### src/design/pfmux_pkg.sv
package pfmux_pkg;
  // Memory data bus geometry.
  localparam int MD_WIDTH = 64;
  localparam int STRAP_BIT = 28;
  localparam int ROM_ADDR_W = 16;
  localparam int ROM_BYTE_LO = 16;
  localparam int ROM_BYTE_W = 8;
  localparam int STROBE_W = 8;
  localparam int ADDR_HI = 11;
  // Strap level that selects the video-module pin functions.
  localparam logic STRAP_MODULE = 1'b1;
  // Feature-connector operating modes.
  typedef enum logic [1:0] {
    PFMUX_FC_STANDARD,
    PFMUX_FC_PROPRIETARY,
    PFMUX_FC_DIRECT
  } pfmux_fc_mode_t;
endpackage

### src/design/pfmux_strap.sv
`timescale 1ns/1ps
module pfmux_strap (
  // Clock and reset.
  input wire logic clk_sys,
  input wire logic rst_n,
  // Strap level and held selection.
  input wire logic strapIn,
  output logic strapHeld
);
  logic strapHeld_q;
  logic inReset_q;
  // -------------------------------------------------------------------
  // Strap capture
  // -------------------------------------------------------------------
  // The strap is sampled on clock edges while reset is low and on the
  // first edge after release, then frozen; asynchronous reset loads only
  // constants, so the level itself is always taken by a clocked edge.
  always_ff @(posedge clk_sys or negedge rst_n) begin
    if (!rst_n) begin
      inReset_q <= 1'b1;
    end else begin
      inReset_q <= 1'b0;
    end
  end
  always_ff @(posedge clk_sys) begin
    if (!rst_n || inReset_q) begin
      strapHeld_q <= strapIn;
    end
  end
  assign strapHeld = strapHeld_q;
endmodule // pfmux_strap

### src/design/pfmux_pin_function_mux.sv
`timescale 1ns/1ps
// Functional notes
// - Pin is decoder luma enable (low) or module video-active, by strap.
// - Pin is decoder chroma enable (low) or module select (low), by strap.
// - Input pin is decoder pixel clock or module interrupt, by strap.
// - ROM access puts 16-bit ROM address on data lines 15..0.
// - ROM read byte arrives on data lines 23..16 and is taken there.
// - In shared memory, ROM select pin becomes urgent request (low).
// - Normal DRAM: eight strobes per bank pair, one write enable each.
// - One-strobe DRAM: strobe pins become byte write enables, swapped.
// - Bank 2-3 strobes share upper video pins; used only in 64-bit mode.
// - Address bits 11..1 shared; bit 0 separate per bank pair.
// - Direct or proprietary modes: sync enable pin is input vsync.
// - Direct or proprietary modes: clock enable pin is input field.
// - Standard mode: accept sync, clock, data only while enable low.
module pfmux_pin_function_mux (
  // Clock and reset.
  input wire logic clk_sys,
  input wire logic rst_n,
  // Configuration.
  input wire logic oneStrobeDram,
  input wire logic interleave64,
  input wire logic sharedMemOn,
  input wire pfmux_pkg::pfmux_fc_mode_t fcMode,
  // Internal video-path controls.
  input wire logic lumaOutEnN,
  input wire logic chromaOutEnN,
  input wire logic moduleVideoActive,
  input wire logic moduleSelectN,
  // Internal memory controller side.
  input wire logic [pfmux_pkg::STROBE_W-1:0] bank01ColStrobeN,
  input wire logic [pfmux_pkg::STROBE_W-1:0] bank23ColStrobeN,
  input wire logic bank01WriteEnN,
  input wire logic bank23WriteEnN,
  input wire logic [pfmux_pkg::STROBE_W-1:0] bank01ByteWrN,
  input wire logic [pfmux_pkg::STROBE_W-1:0] bank23ByteWrN,
  input wire logic [pfmux_pkg::ADDR_HI:0] memAddr,
  input wire logic [pfmux_pkg::ADDR_HI:0] memAddrB,
  input wire logic [pfmux_pkg::MD_WIDTH-1:0] memWrData,
  input wire logic [pfmux_pkg::MD_WIDTH-1:0] memWrOe,
  input wire logic [pfmux_pkg::STROBE_W-1:0] videoHiOut,
  input wire logic videoHiOe,
  // BIOS ROM and shared memory side.
  input wire logic romAccess,
  input wire logic [pfmux_pkg::ROM_ADDR_W-1:0] biosRomAddr,
  input wire logic romSelectN,
  input wire logic urgentSharedMemReqN,
  // Pins: memory data bus.
  input wire logic [pfmux_pkg::MD_WIDTH-1:0] memDataBusIn,
  output logic [pfmux_pkg::MD_WIDTH-1:0] memDataBusOut,
  output logic [pfmux_pkg::MD_WIDTH-1:0] memDataBusOe,
  // Pins: DRAM control.
  output logic [pfmux_pkg::STROBE_W-1:0] pinStrobeA,
  output logic [pfmux_pkg::STROBE_W-1:0] pinStrobeBOut,
  output logic pinStrobeBOe,
  output logic pinWriteA,
  output logic pinWriteB,
  output logic [pfmux_pkg::ADDR_HI:1] pinAddrShared,
  output logic bank01AddrBit0,
  output logic bank23AddrBit0,
  // Pins: ROM select, video decoder or module.
  output logic pinRomSel,
  output logic pinLumaOrActive,
  output logic pinChromaOrSelect,
  input wire logic pinPixclkOrIrq,
  // Pins: feature connector.
  input wire logic syncInEnN,
  input wire logic pixclkInEnN,
  input wire logic videoInEnN,
  input wire logic blankIn,
  input wire logic vsyncIn,
  input wire logic pclkIn,
  input wire logic [pfmux_pkg::STROBE_W-1:0] videoIn,
  // Decoded inputs toward the core.
  output logic [pfmux_pkg::ROM_BYTE_W-1:0] biosRomByte,
  output logic decoderPixelClock,
  output logic moduleIrqRequest,
  output logic videoInVsync,
  output logic videoInField,
  output logic videoInValid,
  output logic extSyncValid,
  output logic extPixclkValid,
  output logic extVideoValid,
  output logic [pfmux_pkg::STROBE_W-1:0] extVideoData
);
  import pfmux_pkg::*;

  // -------------------------------------------------------------------
  // Strap and selections
  // -------------------------------------------------------------------
  logic strapHeld;
  pfmux_strap uStrap (
    .clk_sys(clk_sys),
    .rst_n(rst_n),
    .strapIn(memDataBusIn[STRAP_BIT]),
    .strapHeld(strapHeld)
  );
  wire moduleSel = (strapHeld == STRAP_MODULE);
  wire videoMode = (fcMode != PFMUX_FC_STANDARD);

  // -------------------------------------------------------------------
  // Pin steering (combinational)
  // -------------------------------------------------------------------
  wire lumaD = moduleSel ? moduleVideoActive : lumaOutEnN;
  wire chromaD = moduleSel ? moduleSelectN : chromaOutEnN;
  // ROM address overrides the low sixteen data lines during ROM cycles.
  wire [MD_WIDTH-1:0] mdOutD = romAccess ?
    {memWrData[MD_WIDTH-1:ROM_ADDR_W], biosRomAddr} : memWrData;
  // The ROM byte lanes must be released so the ROM can drive them.
  wire [MD_WIDTH-1:0] romOeMask = {{(MD_WIDTH-ROM_BYTE_LO-ROM_BYTE_W){1'b1}},
    {ROM_BYTE_W{1'b0}}, {ROM_BYTE_LO{1'b1}}};
  wire [MD_WIDTH-1:0] mdOeD = romAccess ? romOeMask : memWrOe;
  wire [STROBE_W-1:0] strobeAD = oneStrobeDram ? bank01ByteWrN
    : bank01ColStrobeN;
  wire [STROBE_W-1:0] strobeBD = oneStrobeDram ? bank23ByteWrN
    : bank23ColStrobeN;
  wire writeAD = oneStrobeDram ? bank01ColStrobeN[0] : bank01WriteEnN;
  wire writeBD = oneStrobeDram ? bank23ColStrobeN[0] : bank23WriteEnN;
  // Upper video byte owns the shared pins unless 64-bit interleave is on.
  wire [STROBE_W-1:0] pinBD = interleave64 ? strobeBD : videoHiOut;
  wire pinBOeD = interleave64 | videoHiOe;
  wire romSelD = sharedMemOn ? urgentSharedMemReqN : romSelectN;

  // -------------------------------------------------------------------
  // Output registers
  // -------------------------------------------------------------------
  always_ff @(posedge clk_sys or negedge rst_n) begin
    if (!rst_n) begin
      pinLumaOrActive <= 1'b1;
      pinChromaOrSelect <= 1'b1;
      memDataBusOut <= '0;
      memDataBusOe <= '0;
      pinStrobeA <= '1;
      pinStrobeBOut <= '1;
      pinStrobeBOe <= 1'b0;
      pinWriteA <= 1'b1;
      pinWriteB <= 1'b1;
      pinAddrShared <= '0;
      bank01AddrBit0 <= 1'b0;
      bank23AddrBit0 <= 1'b0;
      pinRomSel <= 1'b1;
    end else begin
      pinLumaOrActive <= lumaD;
      pinChromaOrSelect <= chromaD;
      memDataBusOut <= mdOutD;
      memDataBusOe <= mdOeD;
      pinStrobeA <= strobeAD;
      pinStrobeBOut <= pinBD;
      pinStrobeBOe <= pinBOeD;
      pinWriteA <= writeAD;
      pinWriteB <= writeBD;
      pinAddrShared <= memAddr[ADDR_HI:1];
      bank01AddrBit0 <= memAddr[0];
      bank23AddrBit0 <= memAddrB[0];
      pinRomSel <= romSelD;
    end
  end

  // -------------------------------------------------------------------
  // Input interpretation
  // -------------------------------------------------------------------
  always_ff @(posedge clk_sys or negedge rst_n) begin
    if (!rst_n) begin
      biosRomByte <= '0;
      decoderPixelClock <= 1'b0;
      moduleIrqRequest <= 1'b0;
      videoInVsync <= 1'b0;
      videoInField <= 1'b0;
      videoInValid <= 1'b0;
      extSyncValid <= 1'b0;
      extPixclkValid <= 1'b0;
      extVideoValid <= 1'b0;
      extVideoData <= '0;
    end else begin
      biosRomByte <= memDataBusIn[ROM_BYTE_LO +: ROM_BYTE_W];
      decoderPixelClock <= !moduleSel && pinPixclkOrIrq;
      moduleIrqRequest <= moduleSel && pinPixclkOrIrq;
      videoInVsync <= videoMode && syncInEnN;
      videoInField <= videoMode && pixclkInEnN;
      videoInValid <= videoMode && blankIn;
      // Standard mode: external drive is honoured only under its enable.
      extSyncValid <= !videoMode && !syncInEnN && vsyncIn;
      extPixclkValid <= !videoMode && !pixclkInEnN && pclkIn;
      extVideoValid <= !videoMode && !videoInEnN;
      extVideoData <= (!videoMode && !videoInEnN) ? videoIn : '0;
    end
  end

  // -------------------------------------------------------------------
  // Checks
  // -------------------------------------------------------------------
  // The first edge after release still shows reset values on the pins, so
  // the one-cycle latency checks start only once the previous edge ran.
  a_luma_select: assert property (@(posedge clk_sys) disable iff (!rst_n)
    $past(rst_n) |-> pinLumaOrActive == $past(moduleSel ? moduleVideoActive : lumaOutEnN))
    else $error("luma pin wrong");
  a_chroma_select: assert property (@(posedge clk_sys) disable iff (!rst_n)
    $past(rst_n) |-> pinChromaOrSelect == $past(moduleSel ? moduleSelectN : chromaOutEnN))
    else $error("chroma pin wrong");
  a_irq_route: assert property (@(posedge clk_sys) disable iff (!rst_n)
    moduleIrqRequest |-> $past(moduleSel))
    else $error("irq seen in decoder mode");
  a_rom_addr: assert property (@(posedge clk_sys) disable iff (!rst_n)
    $past(rst_n) && $past(romAccess) |-> memDataBusOut[ROM_ADDR_W-1:0] == $past(biosRomAddr))
    else $error("rom address missing");
  a_rom_lanes: assert property (@(posedge clk_sys) disable iff (!rst_n)
    $past(romAccess) |-> memDataBusOe[ROM_BYTE_LO +: ROM_BYTE_W] == '0)
    else $error("rom byte lanes driven");
  a_urgent_req: assert property (@(posedge clk_sys) disable iff (!rst_n)
    $past(rst_n) && $past(sharedMemOn) |-> pinRomSel == $past(urgentSharedMemReqN))
    else $error("urgent request not on rom pin");
  a_strobe_swap: assert property (@(posedge clk_sys) disable iff (!rst_n)
    $past(rst_n) && $past(oneStrobeDram) |-> pinStrobeA == $past(bank01ByteWrN)
    && pinWriteA == $past(bank01ColStrobeN[0]))
    else $error("one-strobe swap wrong");
  a_strobe_norm: assert property (@(posedge clk_sys) disable iff (!rst_n)
    $past(rst_n) && !$past(oneStrobeDram) |-> pinStrobeA == $past(bank01ColStrobeN))
    else $error("strobe pins wrong");
  a_bank23_use: assert property (@(posedge clk_sys) disable iff (!rst_n)
    $past(rst_n) && !$past(interleave64) |-> pinStrobeBOut == $past(videoHiOut))
    else $error("bank23 strobes outside interleave");
  a_addr_bit0: assert property (@(posedge clk_sys) disable iff (!rst_n)
    $past(rst_n) |-> bank23AddrBit0 == $past(memAddrB[0])
    && bank01AddrBit0 == $past(memAddr[0]))
    else $error("address bit0 wrong");
  a_vsync_in: assert property (@(posedge clk_sys) disable iff (!rst_n)
    videoInVsync |-> $past(videoMode && syncInEnN))
    else $error("vsync in wrong mode");
  a_field_in: assert property (@(posedge clk_sys) disable iff (!rst_n)
    videoInField |-> $past(videoMode) && $past(pixclkInEnN))
    else $error("field in wrong mode");
  a_valid_in: assert property (@(posedge clk_sys) disable iff (!rst_n)
    videoInValid |-> $past(videoMode && blankIn))
    else $error("valid in wrong mode");
  a_fc_enable: assert property (@(posedge clk_sys) disable iff (!rst_n)
    extVideoValid |-> !$past(videoInEnN) && !$past(videoMode))
    else $error("data taken without enable");
  a_strap_hold: assert property (@(posedge clk_sys) disable iff (!rst_n)
    $past(rst_n) |-> $stable(strapHeld))
    else $error("strap changed after reset");
endmodule // pfmux_pin_function_mux

### config.mk
export PLATFORM = sky130hd
export DESIGN_NAME = pfmux_pin_function_mux
export DESIGN_NICKNAME = d
export VERILOG_FILES = /design/src/design/pfmux_pkg.sv /design/src/design/pfmux_strap.sv /design/src/design/pfmux_pin_function_mux.sv
export SDC_FILE = /design/constraint.sdc
export NUM_CORES = 1
export LEC_CHECK = 0
export ABC_AREA = 1
export BUFFER_PORTS_ARGS = -buffer_cell sky130_fd_sc_hd__buf_2
export CAP_MARGIN = 10
export CORE_AREA = 2 2 192 194
export CTS_CLUSTER_SIZE = 14
export DETAILED_ROUTE_END_ITERATION = 8
export DIE_AREA = 0 0 194 196
export GPL_TIMING_DRIVEN = 1
export MAX_ROUTING_LAYER = met4
export PLACE_DENSITY = 0.47
export SETUP_SLACK_MARGIN = 0.1
export SKIP_CTS_REPAIR_TIMING = 1
export SLEW_MARGIN = 20
export SYNTH_ARGS = -nofsm -noshare
export SYNTH_HDL_FRONTEND = slang
export SYNTH_SLANG_ARGS = --single-unit
### constraint.sdc
create_clock -name clk_sys -period 1.1 [get_ports clk_sys]
set_clock_uncertainty 0.05 [all_clocks]
set_input_delay 0.11 -clock clk_sys [delete_from_list [all_inputs] [get_ports clk_sys]]
set_output_delay 0.11 -clock clk_sys [all_outputs]
set_load 0.005 [all_outputs]
; ---- After elaboration in Yosys (flattened, before gate mapping)
; Index checks and enable logic that the tools add are counted.
[op_classes]
n_bitwise = 1
n_reduce_logical = 18
n_mux = 11
[op_table]
columns = op, n
row1 = $mux 64, 1
row2 = $mux 8, 4
row3 = $mux 16, 1
row4 = $logic_and 1x1->1, 10
row5 = $logic_not 1->1, 6
row6 = $mux 1, 5
row7 = $reduce_bool 2->1, 1
row8 = $logic_or 1x1->1, 1
row9 = $or 1x1->1, 1
[totals]
elab_cells = 55
regBits = 189
out_inout_bits = 187

; ---- Longest topological paths before layout
[depth]
ltp_word = 4
mapped_depth = 5
mapped_depth_nobuf = 4

; ---- Hierarchy
; From an unflattened synthesis, not the netlist that was laid out.
[hier_totals]
cells_unflattened = 459
hier_area_um2 = 6027.0
[modules_own_cells]
columns = module, cells_each, n_inst, area_each_um2
row1 = pfmux_pin_function_mux, 454, 1, 5959.5
row2 = pfmux_strap, 5, 1, 67.6

; ---- Worst setup path before layout
; OpenSTA, ideal clock, no wires.
[synth_path]
path_type = register to register
start = register uStrap.inReset_q
end = register uStrap.strapHeld_q, in the netlist uStrap.strapHeld (enable)
setup_time_ns = 0.291
setup_slack_ns = 0.195
stages_incl_launch_ff = 3
arrival_ns = 0.564
required_time_ns = 0.759
cell_sequence = dfstp_2 -> inv_1 -> nand2_1
[synth_between]
elab_chain_len = 1
[synth_rtl]
columns = element, line_no
row1 = "start, declared", pfmux_strap.sv:11  ; logic inReset_q;
row2 = "start signal, assigned", pfmux_strap.sv:20  ; inReset_q <= 1'b1;
row3 = "start signal, assigned", pfmux_strap.sv:22  ; inReset_q <= 1'b0;
row4 = $logic_or 1x1->1, pfmux_strap.sv:26  ; if (!rst_n || inReset_q) begin
row5 = "end signal, assigned", pfmux_strap.sv:27  ; strapHeld_q <= strapIn;
row6 = "end, declared", pfmux_strap.sv:10  ; logic strapHeld_q;
; Every way passes these cells.
; A chain may end at the register's enable or synchronous reset.

; ---- Worst setup path after layout
[layout_path]
start = register pinStrobeA[2] (netlist bit)
end = output port pinStrobeA[2] (netlist bit)
[layout_lines]
columns = element, line_no
row1 = "start, declared", pfmux_pin_function_mux.sv:53  ; output logic [pfmux_pkg::STROBE_W-1:0] pinStrobeA,
row2 = "start signal, assigned", pfmux_pin_function_mux.sv:147  ; pinStrobeA <= strobeAD;
; No word-level cell between the ends.

==> results.sh <==
export IMPL_critical_path_required_ps=940
export IMPL_clk_latency_ps=430
export IMPL_pwr_share_clk=0.404
export IMPL_min_to="pinStrobeBOut[4]"
export IMPL_cts_made_buffers=17
export IMPL_grt_setup_unrepaired="true"
export IMPL_power_density_nw_per_um2=1370
export IMPL_r2r_end="uStrap.strapHeld"
export IMPL_drive_above_1_share=0.431
export IMPL_min_delay_start="bank23ByteWrN[4]"
export IMPL_finalCriticalPeriod_ps=1250
export IMPL_cpLargestDelayFamily="flip-flops"
export IMPL_core_area_um2=36100
export IMPL_finalHoldViolations=1
export IMPL_power_frac_seq=0.459
export IMPL_synth_nets=763
export IMPL_reg2reg_depth=2
export IMPL_place_inst=1348
export IMPL_cts_num_sinks=189
export IMPL_htreeDepth=4
export IMPL_utilization=0.330
export IMPL_avgRoutedWirePerCell_um=14.1
export IMPL_nFillCells=3611
export IMPL_vias_per_cell=3.51
export IMPL_max_stage_delay_ps=560
export IMPL_ys_top_cells_by_area="dfrtp_1, dfstp_2, nand2_1, or2_1, inv_1"
export IMPL_die_w_um=194
export IMPL_drtPass1Iterations=4
export IMPL_max_cap_viol_count=0
export IMPL_drt_initial_drc_count=142
export IMPL_ys_types=17
export IMPL_syn_inst=459
export IMPL_gr_total_overflow=0
export IMPL_syn2layout_area_growth_pct=97.6
export IMPL_io_pins=491
export IMPL_gp_congestion=0.754
export IMPL_dp_hpwl_mm=15.4
export IMPL_maxSlewViolCount=0
export IMPL_die_area_um2=38000
export IMPL_violations="hold timing, setup timing"
export IMPL_yosys_warnings=0
export IMPL_post_route_period_util=1.14
export IMPL_startpoint_type="flop"
export IMPL_antenna_found_initial=3
export IMPL_drc=0
export IMPL_arrival_ps=1090
export IMPL_fin_cells=1618
export IMPL_port_buffers=424
export IMPL_rr_startpoint="uStrap.inReset_q"
export IMPL_clock_root_buffer="clkbuf_16"
export IMPL_syn_avg_cell_area_um2=13.1
export IMPL_status="complete, but fails checks"
export IMPL_start_util=0.167
export IMPL_drt_antenna_violating_nets=0
export IMPL_mostFrequentLayoutCells="buf_2, dlygate4sd3_1, dfrtp_1"
export IMPL_path_buf_inv=1
export IMPL_synth_top_area_frac=0.689
export IMPL_crit_type="flop to output pin"
export IMPL_layout_commonest_cell="buf_2"
export IMPL_min_path_type="input port to flop"
export IMPL_cts_tree="yes"
export IMPL_timing_hold_ws_ps=-37.2
export IMPL_switching_power_mw=3.99
export IMPL_routed_wirelength_mm=22.8
export IMPL_worstPathMaxFanout=1
export IMPL_regArea_um2=4760
export IMPL_nNetsFinal=1438
export IMPL_yosysSeqAreaShare=0.790
export IMPL_cp_depth=1
export IMPL_grt_pass1_wl_mm=29.6
export IMPL_max_freq_ghz=0.801
export IMPL_p_leak_nw=5.97
export IMPL_synthesis_area_um2=6030
export IMPL_slowest_stage="dfstp_2"
export IMPL_clockBufferDepth=2
export IMPL_vias=5687
export IMPL_grt_pass1_vias=4920
export IMPL_end_kind="output pin"
export IMPL_pwr_share_comb=0.137
export IMPL_r2r_slack_ps=180
export IMPL_path_clk_slew_ps=70
export IMPL_setup_viol=35
export IMPL_fp_dieH_um=196
export IMPL_p_sw_frac=0.244
export IMPL_post_synth_top_area_cell="dfrtp_1"
export IMPL_vdd_drop_max_mv=1.04
export IMPL_grt_max_degree=66
export IMPL_p_int_mw=12.3
export IMPL_fin_setup_tns_ps=-2620
export IMPL_grt_usage=0.108
export IMPL_crit_chain="buf_6"
export IMPL_min_path_cells=5
export IMPL_row_count=70
export IMPL_setup_ws_ps=-149
export IMPL_ys_ff_latch=189
export IMPL_multiInputGateArea_um2=947
-- cell families after synthesis --
kind of cell,Yosys count,share of synthesized area
DFF,189,0.790
and+or+nand+nor,204,0.153
buffers and inverters,61,0.0527
other,1,0.000622
AOI/OAI and AO/OA,4,0.00332
-- layout make-up --
cell class              instances  area share
repair buffers                670       0.404
flip-flops and latches        189       0.400
clock inverters                12      0.0126
well taps                     468      0.0492
multi-input cells             209      0.0795
inverters                      47      0.0152
clock buffers                  20      0.0392
diodes                          3    0.000630
-- per-layer routing --
| layer | track usage | share of wire |
|---|---|---|
| met5 | - | 0 |
| met2 | 0.172 | 0.52 |
| met3 | 0.0395 | 0.068 |
| met4 | 0.0460 | 0.018 |
| met1 | 0.123 | 0.40 |
-- metrics by stage --
stage | area [um2] | worst slack [ps] | total power, mW
6_report | 11900 | -149 | 16.3
3_5_place_dp | 8750 | 110 | 9.11
5_1_grt | 11900 | -186 | 17.1
3_3_place_gp | 8750 | 111 | 9.10
2_1_floorplan | 6030 | 195 | 8.00
4_1_cts | 9370 | -190 | 15.9
-- state kept, by name, summed over array words and instances (netlist names), 8 cells and up --
signal	flops
biosRomByte	8
extVideoData	8
memDataBusOe	64
memDataBusOut	64
pinAddrShared	11
pinStrobeA	8
pinStrobeBOut	8
-- worst max path at each step --
stage	to	startpoint
2_1_floorplan	uStrap.strapHeld	uStrap.inReset_q
3_3_place_gp	memDataBusOut[15]	romAccess
3_5_place_dp	memDataBusOe[4]	romAccess
4_1_cts	pinStrobeA[2]	pinStrobeA[2]
5_1_grt	pinStrobeA[2]	pinStrobeA[2]
6_report	pinStrobeA[2]	pinStrobeA[2]
-- power groups by stage --
stage / combinational [mW] / clock [mW] / sequential [mW]
5_1_grt: 2.45 / 7.14 / 7.54
6_report: 2.24 / 6.59 / 7.50
2_1_floorplan: 0.324 / 0 / 7.67
3_3_place_gp: 1.50 / 0 / 7.60
3_5_place_dp: 1.51 / 0 / 7.61
4_1_cts: 1.51 / 6.93 / 7.47
-- synth_stat cells (all sizes together) --
library cell	count
buf	14
nor2	23
inv	47
or2	57
o21ai	4
edfxtp	1
nand3	8
conb	1
nand2	116
dfrtp	166
dfstp	22
(Power assumes the default switching activity.)
